`src/tx_cwb_pkg.sv`:
```
// Constants for the transmit completion write-back and launch-time block
package tx_cwb_pkg;
  // ==========================================================
  // Sizes
  localparam int NUM_Q = 4;
  localparam int PTR_W = 16;
  localparam int ADDR_W = 16;
  // ==========================================================
  // Register offsets (byte addresses)
  localparam logic [ADDR_W-1:0] LOW_BASE = 16'hE038;
  localparam logic [ADDR_W-1:0] HIGH_BASE = 16'hE03C;
  localparam logic [ADDR_W-1:0] Q_STRIDE = 16'h0040;
  localparam logic [ADDR_W-1:0] ALIAS_LOW_BASE = 16'h3838;
  localparam logic [ADDR_W-1:0] ALIAS_HIGH_BASE = 16'h383C;
  localparam logic [ADDR_W-1:0] ALIAS_STRIDE = 16'h0100;
  localparam logic [ADDR_W-1:0] CTRL_BASE = 16'hE020;
  localparam logic [ADDR_W-1:0] HEAD_BASE = 16'hE024;
  localparam logic [ADDR_W-1:0] TAIL_BASE = 16'hE030;
  localparam logic [ADDR_W-1:0] BIAS_ADDR = 16'h3578;
  // ==========================================================
  // Field positions
  localparam int HWB_EN_BIT = 0;
  localparam int WB_EXP_BIT = 1;
  localparam int LOW_ADDR_LSB = 2;
  localparam int QWORD_LSB = 3;
  localparam int ENABLE_BIT = 25;
  localparam int FLUSH_BIT = 26;
  localparam int BIAS_LSB = 5;
  localparam int BIAS_MSB = 29;
  localparam int BIAS_FIXED_BIT = 31;
  localparam int BIAS_W = BIAS_MSB - BIAS_LSB + 1;
  // ==========================================================
  // Reset values and units
  localparam logic [31:0] LOW_RESET = 32'h0000_0000;
  localparam logic [31:0] HIGH_RESET = 32'h0000_0000;
  localparam logic [31:0] CTRL_RESET = 32'h0000_0000;
  localparam logic [BIAS_W-1:0] BIAS_RESET = 25'h000_0000;
  localparam logic BIAS_FIXED_RESET = 1'b1;
  localparam int BIAS_UNIT_NS = 32;
  localparam int BIAS_SHIFT = $clog2(BIAS_UNIT_NS);
  localparam logic [31:0] ERR_DATA = 32'h0000_0000;
endpackage

```
`src/completion_queue.sv`:
```
// One transmit queue: completion address, control, head and tail, write-back requests
`timescale 1ns/1ps
module completion_queue
  import tx_cwb_pkg::*;
(
  input wire logic i_sys_clk,
  input wire logic i_srst,
  input wire logic i_wr_low,
  input wire logic i_wr_high,
  input wire logic i_wr_ctrl,
  input wire logic i_wr_tail,
  input wire logic [31:0] i_wdata,
  input wire logic i_desc_done,
  input wire logic i_throttle_expiry,
  input wire logic i_thresh_req,
  input wire logic i_wb_grant,
  output logic [31:0] o_low,
  output logic [31:0] o_high,
  output logic [31:0] o_ctrl,
  output logic [PTR_W-1:0] o_head,
  output logic [PTR_W-1:0] o_tail,
  output logic o_wb_pending,
  output logic o_flush_pulse,
  output logic o_desc_wb_allow
);
  logic [31:0] low_q;
  logic [31:0] high_q;
  logic [31:0] ctrl_q;
  logic [PTR_W-1:0] head_q;
  logic [PTR_W-1:0] tail_q;
  logic pend_q;
  logic flush_q;
  logic allow_q;

  // ==========================================================
  // Decoded control
  wire hwb_en = low_q[HWB_EN_BIT];
  wire enabled = ctrl_q[ENABLE_BIT];
  wire enable_rise = i_wr_ctrl && i_wdata[ENABLE_BIT] && !enabled;
  wire flush_rise = i_wr_ctrl && i_wdata[FLUSH_BIT] && !ctrl_q[FLUSH_BIT];
  wire head_adv = enabled && i_desc_done && (head_q != tail_q);
  wire wb_event = hwb_en && ((i_throttle_expiry && low_q[WB_EXP_BIT]) || i_thresh_req); // [RULE3]
  wire [PTR_W-1:0] head_d = enable_rise ? '0 : head_q + PTR_W'(1); // [RULE16]

  // ==========================================================
  // Registers
  always_ff @(posedge i_sys_clk)
  begin
    if (i_srst)
    begin
      low_q <= LOW_RESET; // [RULE1]
      high_q <= HIGH_RESET; // [RULE5]
      ctrl_q <= CTRL_RESET;
      head_q <= '0;
      tail_q <= '0;
    end
    else
    begin
      if (i_wr_low)
        low_q <= i_wdata; // [RULE1] [RULE4]
      if (i_wr_high)
        high_q <= i_wdata; // [RULE5]
      if (i_wr_ctrl)
        ctrl_q <= i_wdata;
      if (enable_rise || head_adv)
        head_q <= head_d; // [RULE16]
      if (enable_rise)
        tail_q <= '0; // [RULE16]
      else if (i_wr_tail)
        tail_q <= i_wdata[PTR_W-1:0];
    end
  end

  // New event wins over a grant in the same cycle
  always_ff @(posedge i_sys_clk)
  begin
    if (i_srst)
    begin
      pend_q <= 1'b0;
      flush_q <= 1'b0;
      allow_q <= 1'b1;
    end
    else
    begin
      pend_q <= wb_event || (pend_q && !i_wb_grant && hwb_en);
      flush_q <= flush_rise && !hwb_en; // [RULE2] [RULE14]
      allow_q <= !(i_wr_low ? i_wdata[HWB_EN_BIT] : hwb_en); // [RULE2]
    end
  end

  assign o_low = low_q;
  assign o_high = high_q;
  assign o_ctrl = ctrl_q;
  assign o_head = head_q;
  assign o_tail = tail_q;
  assign o_wb_pending = pend_q;
  assign o_flush_pulse = flush_q;
  assign o_desc_wb_allow = allow_q;
endmodule

```
`src/tx_completion_writeback_launch.sv`:
```
// Top: APB register file, head write-back engine and launch-time adder
`timescale 1ns/1ps
// How it works
// (RULE1) Low bit 0 enables head write-back
// (RULE2) Head write-back on: no flush, no descriptor write-back
// (RULE3) Bit 1 writes head on throttle expiry
// (RULE4) Low bits 31:2 give address, quadword aligned
// (RULE5) High register gives upper 32 address bits
// (RULE6) Software writes addresses only while queue disabled
// (RULE7) Low 0xE038, high 0xE03C, stride 0x40
// (RULE8) Low also answers at legacy aliases
// (RULE9) High also answers at legacy aliases
// (RULE10) Bias field bits 29:5, 32 ns units
// (RULE11) Launch time is bias plus relative time
// (RULE12) Software keeps launch time below one second
// (RULE13) Bias bit 31 resets one; 30, 4:0 zero
// (RULE14) Software flush forces descriptor write-back flush
// (RULE15) Software sets expiry bit when threshold used
// (RULE16) Queue enable initialises head and tail
// (RULE17) Head written to concatenated completion address
module tx_completion_writeback_launch
  import tx_cwb_pkg::*;
(
  input wire logic i_sys_clk,
  input wire logic i_srst,
  input wire logic i_psel,
  input wire logic i_penable,
  input wire logic i_pwrite,
  input wire logic [ADDR_W-1:0] i_paddr,
  input wire logic [31:0] i_pwdata,
  output logic [31:0] o_prdata,
  output logic o_pready,
  output logic o_pslverr,
  input wire logic [NUM_Q-1:0] i_desc_done,
  input wire logic [NUM_Q-1:0] i_throttle_expiry,
  input wire logic [NUM_Q-1:0] i_thresh_req,
  output logic o_mem_wr_valid,
  output logic [63:0] o_mem_wr_addr,
  output logic [31:0] o_mem_wr_data,
  output logic [1:0] o_mem_wr_queue,
  input wire logic i_mem_wr_ready,
  output logic [NUM_Q-1:0] o_desc_flush,
  output logic [NUM_Q-1:0] o_desc_wb_allow,
  input wire logic i_launch_req,
  input wire logic [31:0] i_rel_launch_time,
  output logic o_launch_valid,
  output logic [31:0] o_launch_time
);
  typedef enum logic [0:0] {WB_IDLE, WB_BUSY} wb_state_e;

  // ==========================================================
  // APB handshake
  logic pready_q;
  logic pslverr_q;
  logic [31:0] prdata_q;

  wire apb_access = i_psel && i_penable;
  wire apb_commit = apb_access && pready_q;
  wire apb_wr = apb_commit && i_pwrite;
  wire word_aligned = (i_paddr[1:0] == 2'b00);

  // ==========================================================
  // Per-queue decode
  logic [NUM_Q-1:0] hit_low;
  logic [NUM_Q-1:0] hit_high;
  logic [NUM_Q-1:0] hit_ctrl;
  logic [NUM_Q-1:0] hit_head;
  logic [NUM_Q-1:0] hit_tail;
  logic [31:0] q_low [NUM_Q];
  logic [31:0] q_high [NUM_Q];
  logic [31:0] q_ctrl [NUM_Q];
  logic [PTR_W-1:0] q_head [NUM_Q];
  logic [PTR_W-1:0] q_tail [NUM_Q];
  logic [NUM_Q-1:0] q_pend;
  logic [NUM_Q-1:0] q_grant;

  genvar g;
  generate
    for (g = 0; g < NUM_Q; g++)
    begin : g_queue
      localparam logic [ADDR_W-1:0] QOFF = ADDR_W'(g) * Q_STRIDE;
      localparam logic [ADDR_W-1:0] AOFF = ADDR_W'(g) * ALIAS_STRIDE;

      assign hit_low[g] = (i_paddr == LOW_BASE + QOFF) || // [RULE7]
                          (i_paddr == ALIAS_LOW_BASE + AOFF); // [RULE8]
      assign hit_high[g] = (i_paddr == HIGH_BASE + QOFF) || // [RULE7]
                           (i_paddr == ALIAS_HIGH_BASE + AOFF); // [RULE9]
      assign hit_ctrl[g] = (i_paddr == CTRL_BASE + QOFF);
      assign hit_head[g] = (i_paddr == HEAD_BASE + QOFF);
      assign hit_tail[g] = (i_paddr == TAIL_BASE + QOFF);

      completion_queue u_queue
      (
        .i_sys_clk(i_sys_clk),
        .i_srst(i_srst),
        .i_wr_low(apb_wr && hit_low[g]),
        .i_wr_high(apb_wr && hit_high[g]),
        .i_wr_ctrl(apb_wr && hit_ctrl[g]),
        .i_wr_tail(apb_wr && hit_tail[g]),
        .i_wdata(i_pwdata),
        .i_desc_done(i_desc_done[g]),
        .i_throttle_expiry(i_throttle_expiry[g]),
        .i_thresh_req(i_thresh_req[g]),
        .i_wb_grant(q_grant[g]),
        .o_low(q_low[g]),
        .o_high(q_high[g]),
        .o_ctrl(q_ctrl[g]),
        .o_head(q_head[g]),
        .o_tail(q_tail[g]),
        .o_wb_pending(q_pend[g]),
        .o_flush_pulse(o_desc_flush[g]),
        .o_desc_wb_allow(o_desc_wb_allow[g])
      );
    end
  endgenerate

  // ==========================================================
  // Launch-time bias register
  logic [BIAS_W-1:0] bias_q;
  logic bias_fixed_q;

  wire hit_bias = (i_paddr == BIAS_ADDR); // [RULE10]
  wire [31:0] bias_rd = {bias_fixed_q, 1'b0, bias_q, 5'b00000}; // [RULE13]

  always_ff @(posedge i_sys_clk)
  begin
    if (i_srst)
    begin
      bias_q <= BIAS_RESET; // [RULE10]
      bias_fixed_q <= BIAS_FIXED_RESET; // [RULE13]
    end
    else if (apb_wr && hit_bias)
    begin
      bias_q <= i_pwdata[BIAS_MSB:BIAS_LSB]; // [RULE10]
      bias_fixed_q <= i_pwdata[BIAS_FIXED_BIT]; // [RULE13]
    end
  end

  // ==========================================================
  // Read mux
  logic [31:0] q_rd_data;
  logic q_hit;

  always_comb
  begin
    q_rd_data = 32'h0000_0000;
    q_hit = 1'b0;
    for (int n = 0; n < NUM_Q; n++)
    begin
      if (hit_low[n])
        q_rd_data = q_rd_data | q_low[n];
      if (hit_high[n])
        q_rd_data = q_rd_data | q_high[n];
      if (hit_ctrl[n])
        q_rd_data = q_rd_data | q_ctrl[n];
      if (hit_head[n])
        q_rd_data = q_rd_data | {{(32-PTR_W){1'b0}}, q_head[n]};
      if (hit_tail[n])
        q_rd_data = q_rd_data | {{(32-PTR_W){1'b0}}, q_tail[n]};
      q_hit = q_hit | hit_low[n] | hit_high[n] | hit_ctrl[n] | hit_head[n] | hit_tail[n];
    end
  end

  wire head_ro = |hit_head;
  wire mapped = word_aligned && (q_hit || hit_bias);
  wire bad_access = !mapped || (i_pwrite && head_ro);
  wire [31:0] rd_data = hit_bias ? bias_rd : q_rd_data;

  // One wait state: answer on the second access-phase edge
  always_ff @(posedge i_sys_clk)
  begin
    if (i_srst)
    begin
      pready_q <= 1'b0;
      pslverr_q <= 1'b0;
      prdata_q <= 32'h0000_0000;
    end
    else
    begin
      pready_q <= apb_access && !pready_q;
      pslverr_q <= apb_access && !pready_q && bad_access;
      if (apb_access && !pready_q)
        prdata_q <= (bad_access || i_pwrite) ? ERR_DATA : rd_data;
    end
  end

  // ==========================================================
  // Head write-back engine
  wb_state_e wb_state_q;
  logic [1:0] rr_q;
  logic [1:0] sel_q;
  logic wr_valid_q;
  logic [63:0] wr_addr_q;
  logic [31:0] wr_data_q;

  // Round robin from the queue after the last one served
  logic [1:0] pick;
  logic pick_ok;

  always_comb
  begin
    pick = rr_q;
    pick_ok = 1'b0;
    for (int k = NUM_Q - 1; k >= 0; k--)
    begin
      if (q_pend[2'(rr_q + 2'(k))])
      begin
        pick = 2'(rr_q + 2'(k));
        pick_ok = 1'b1;
      end
    end
  end

  wire wb_start = (wb_state_q == WB_IDLE) && pick_ok;
  wire wb_done = (wb_state_q == WB_BUSY) && i_mem_wr_ready;
  // Quadword aligned: low bits 2:0 forced to zero
  wire [63:0] pick_addr = {q_high[pick], q_low[pick][31:QWORD_LSB], 3'b000}; // [RULE4] [RULE5] [RULE17]
  wire [31:0] pick_data = {{(32-PTR_W){1'b0}}, q_head[pick]}; // [RULE17]

  // Grant clears pending at launch, so a new event during the write re-arms it
  assign q_grant = wb_start ? (NUM_Q'(1) << pick) : '0;

  always_ff @(posedge i_sys_clk)
  begin
    if (i_srst)
    begin
      wb_state_q <= WB_IDLE;
      rr_q <= 2'b00;
      sel_q <= 2'b00;
      wr_valid_q <= 1'b0;
      wr_addr_q <= 64'h0000_0000_0000_0000;
      wr_data_q <= 32'h0000_0000;
    end
    else
    begin
      case (wb_state_q)
        WB_IDLE:
        begin
          if (pick_ok)
          begin
            wb_state_q <= WB_BUSY;
            sel_q <= pick;
            rr_q <= 2'(pick + 2'b01);
            wr_valid_q <= 1'b1;
            wr_addr_q <= pick_addr; // [RULE17]
            wr_data_q <= pick_data; // [RULE17]
          end
        end
        WB_BUSY:
        begin
          if (wb_done)
          begin
            wb_state_q <= WB_IDLE;
            wr_valid_q <= 1'b0;
          end
        end
        default:
        begin
          wb_state_q <= WB_IDLE;
          wr_valid_q <= 1'b0;
        end
      endcase
    end
  end

  assign o_mem_wr_valid = wr_valid_q;
  assign o_mem_wr_addr = wr_addr_q;
  assign o_mem_wr_data = wr_data_q;
  assign o_mem_wr_queue = sel_q;

  // ==========================================================
  // Launch time
  logic launch_valid_q;
  logic [31:0] launch_time_q;

  // Bias is in 32 ns units; shift to ns before adding, wraps at 32 bits
  wire [31:0] bias_ns = {{(32-BIAS_W-BIAS_SHIFT){1'b0}}, bias_q, {BIAS_SHIFT{1'b0}}};

  always_ff @(posedge i_sys_clk)
  begin
    if (i_srst)
    begin
      launch_valid_q <= 1'b0;
      launch_time_q <= 32'h0000_0000;
    end
    else
    begin
      launch_valid_q <= i_launch_req;
      if (i_launch_req)
        launch_time_q <= i_rel_launch_time + bias_ns; // [RULE11]
    end
  end

  assign o_launch_valid = launch_valid_q;
  assign o_launch_time = launch_time_q;

  // ==========================================================
  // Bus outputs
  assign o_pready = pready_q;
  assign o_pslverr = pslverr_q;
  assign o_prdata = prdata_q;
endmodule

```
`config.mk`:
```
export PLATFORM = sky130hd
export DESIGN_NAME = tx_completion_writeback_launch
export DESIGN_NICKNAME = d
export VERILOG_FILES = /design/src/tx_cwb_pkg.sv /design/src/completion_queue.sv /design/src/tx_completion_writeback_launch.sv
export SDC_FILE = /design/constraint.sdc
export NUM_CORES = 2
export LEC_CHECK = 0
export ABC_AREA = 1
export BUFFER_PORTS_ARGS = -buffer_cell sky130_fd_sc_hd__buf_2
export CORE_AREA = 2 2 331 333
export DETAILED_ROUTE_END_ITERATION = 16
export DIE_AREA = 0 0 333 335
export GPL_TIMING_DRIVEN = 0
export PLACE_DENSITY_LB_ADDON = 0.15
export SKIP_CTS_REPAIR_TIMING = 1
export SLEW_MARGIN = 20
export SYNTH_ARGS = -nofsm -noshare
export SYNTH_HDL_FRONTEND = slang
export SYNTH_SLANG_ARGS = --single-unit
export TNS_END_PERCENT = 10
```
`constraint.sdc`:
```
create_clock -name i_sys_clk -period 2.7 [get_ports i_sys_clk]
set_clock_uncertainty 0.1 [all_clocks]
set_input_delay 0 -clock i_sys_clk [delete_from_list [all_inputs] [get_ports i_sys_clk]]
set_output_delay 0 -clock i_sys_clk [all_outputs]
set_load 0.01 [all_outputs]
```
==> metrics.txt <==
Max Buffers Root-to-Sink=3; IO Count=273; min-delay src=i_rel_launch_time[14]; final hold slack=-0.0574 ns; clock period minus worst slack=2.84 ns; Max VDD drop=0.000490 V; Die ar.=112000 sq um; H-tree depth=3; layout cells sized above 1=11.7%; endpoint type of the worst setup path=flip-flop; overall routing resource usage=36.4%; Reg-to-Reg End=g_queue[2].u_queue.o_high[9]; routability cong.=1.03; design area=43600 sq um; FP Rows=121; unrepaired setup endpoints after global routing=true; Final Util=40.3%; post-synth top area share=38.5%; vias after detailed routing=41677; GRT Residual Overflow=0; DRC violation count after routing=0; asr flop ratio synth=0%; Cell Area, Synth=36400 sq um; WP data required=3.17 ns; worst reg-to-reg path cell count=6; number of synthesized flops with an enable pin=0; PortBufs=252; mux cell area share after synthesis=0%; Setup crit start kind=primary input; Starting DRT DRC Count=5480; Worst path slowest cell=clkbuf_1; number of vias per cell=5.62; Num CTS Buffers=86; Worst path most repeated cell=nor2_1; Data arrival, critical path=3.32 ns; max incr delay on CP=0.77 ns; cell count after synthesis=5487; worst slew pin tran=1.48 ns; top cells by area, synth=dfxtp_1 38%, nand2_1 12%, a21oi_1 7.4%; P_leak=17.6 nW; max-cap viol count=1; Non-Filler Instances=7422; Worst Path Max Fanout=10; syn avg cell area=6.63 sq um; Routed WL per cell=28.3 um; R2R setup slack=-0.11 ns; CTS Root Cell=clkbuf_16; Worst Hold Path EP=o_launch_time[14]; area fraction in compound gates after synthesis=17.3%; Fillers=11885; Distinct cells, synth=50; final setup fails=28; max-slew violations=0; hold crit path type=in -> reg; 1st-pass router iterations=7; Die W=333 um; vias in the first global route=37885; simple-gate portion of the synthesized area=31.4%; Post-Synth XOR/XNOR Area=1.52%; largest family of logic cells by synthesized area=simple AND/OR/NAND/NOR gates; Slew headroom=0.378%; detailed-route wire length=210000 um; CP Class=in -> reg; min setup slack post-route=-0.144 ns; DP Wirelength=163000 um; DIE HEIGHT=335 um; Sink Count=700; area grow syn2layout=19.7%; Antenna Nets Post-Route=0; hold path cells=5; clk slew on worst S/H paths=0.06 ns; dpl ws=-1.02 ns; CTS tree=done; Nets=6065; clock latency at the later pin of the worst-skew pair=0.71 ns; dpl cell area=39500 sq um; R2R Path Start=o_pready; cell taking the most area after synthesis=dfxtp_1; outcome=complete, but fails checks; failing checks=negative hold slack, max-capacitance violations, negative setup slack; Fin. Hold Viols=8; Core Region=108000 sq um; Synth Area in Adders=1.19%; Cell Chain, Critical Path=buf_2, nand2_1, inv_2, nand2_4, nor2_2, nand3_1, nand2_2, nand2_1, clkbuf_1, o21ai_1, nor2_1, nand3_1, nand2_1, nor2_1, nor2_1, nor2_1; first-pass GRT wire length=290000 um; placed insts=7171; fmax=352 MHz; predominant post-synthesis flop cell=dfxtp_1; post-synthesis sequential area ratio=38.5%; Final period util=105%; largest net degree at the start of global routing=13; initial antenna violation count=20; yosys warns=0; power per cell area=747 nW/um^2; Yosys reg bits=700; initial core utilization=33.7%
[cell usage in the layout, fill, tap and decap left out, drive strengths merged, types with 7 or more instances in the layout]
cell / Yosys / layout
nor2: 599 / 599
buf: 173 / 417
clkinv: 18 / 36
dfxtp: 700 / 700
o21ai: 500 / 500
o21bai: 10 / 10
nand4: 180 / 180
ha: 33 / 33
xnor2: 26 / 26
nor4: 23 / 23
clkbuf: 240 / 383
diode: 0 / 7
nand3b: 24 / 24
or2: 73 / 73
nand2: 1180 / 1180
inv: 454 / 458
nor3: 51 / 51
o211ai: 12 / 12
a211oi: 99 / 99
a21oi: 536 / 536
xor2: 37 / 37
dlygate4sd3: 0 / 82
nand3: 490 / 490
conb: 1 / 19
[area by class of cell]
class                           count  area (sq um)  share of cell area (%)
Multi-Input combinational cell   3920         18900                    43.4
Sequential cell                   700         14000                    32.2
Clock buffer                      130          2590                    5.95
Timing Repair Buffer              340          2130                    4.88
Buffer                            412          2030                    4.67
Inverter                          472          1780                    4.09
Tap cell                         1414          1770                    4.06
Clock inverter                     27           324                   0.744
Antenna cell                        7          17.5                  0.0402
[report_power, final]
group,internal [mW],switching (mW)
combinational,2.49,6.95
clock,7.04,5.16
sequential,10.7,0.163
[stage by stage]
step / setup TNS [ns] / power, mW
2_1_floorplan: 0 / 15.8
3_3_place_gp: -229.04 / 20.0
3_5_place_dp: -231.91 / 20.0
4_1_cts: -230.65 / 32.0
5_1_grt: -2.51 / 33.6
6_report: -1.44 / 32.5
[worst max-delay path by stage]
stage | start | end | slack [ns] | cells past startpoint
final | i_paddr[5] | o_prdata[6] | -0.14 | 16
after global routing | i_paddr[10] | o_prdata[20] | -0.18 | 15
after CTS | o_pready | g_queue[3].u_queue.o_high[30] | -0.94 | 7
after detailed placement | i_paddr[3] | o_prdata[9] | -1.02 | 17
after global placement | i_paddr[3] | o_prdata[9] | -1.05 | 17
after floorplan | rr_q[0] | rr_q[1] | 0.54 | 14
[cells in the mapped netlist (7+ instances only)]
| cell type | instances |
|---|---|
| a211oi_1 | 99 |
| a21oi_1 | 535 |
| buf_1 | 23 |
| buf_2 | 91 |
| buf_4 | 56 |
| clkbuf_1 | 240 |
| clkinv_1 | 18 |
| dfxtp_1 | 700 |
| ha_1 | 33 |
| inv_1 | 436 |
| inv_2 | 18 |
| nand2_1 | 1169 |
| nand2_2 | 10 |
| nand3_1 | 487 |
| nand3b_1 | 24 |
| nand4_1 | 180 |
| nor2_1 | 588 |
| nor2_4 | 7 |
| nor3_1 | 51 |
| nor4_1 | 23 |
| o211ai_1 | 12 |
| o21ai_0 | 484 |
| o21ai_1 | 16 |
| o21bai_1 | 10 |
| or2_0 | 29 |
| or2_2 | 43 |
| xnor2_1 | 26 |
| xor2_1 | 37 |
[cell families after synthesis]
family / Yosys count
adders and majority gates: 34
other: 1
and+or+nand+nor: 2621
DFF: 700
xor gates and xnor gates: 63
AOI/OAI and AO/OA: 1183
buffers and inverters: 885
[state kept, by name, summed over array words and instances, names as in the netlist]
name,cells
bias_fixed_q,1
bias_q,25
g_queue.u_queue.o_ctrl,128
g_queue.u_queue.o_desc_wb_allow,4
g_queue.u_queue.o_flush_pulse,4
g_queue.u_queue.o_head,64
g_queue.u_queue.o_high,128
g_queue.u_queue.o_low,128
g_queue.u_queue.o_tail,64
g_queue.u_queue.o_wb_pending,4
o_launch_time,32
o_launch_valid,1
o_mem_wr_addr,61
o_mem_wr_data,16
o_mem_wr_queue,2
o_mem_wr_valid,1
o_prdata,32
o_pready,1
o_pslverr,1
rr_q,2
wb_state_q,1
[metal layers]
layer	up-vias	global-route usage (%)	part of all wire (%)
met3	480	8.74	10
li1	19016	-	-
met2	2307	53.8	41
met1	19856	49.1	42
met4	18	18.5	5.9
met5	-	0	0.055
[critical path, delay by kind of cell]
family / cells / cell delay (ns)
compound gates: 1 / 0.10
buf+inv: 3 / 0.99
simple gates: 12 / 2.20
Power figures use the tool's default switching activity.
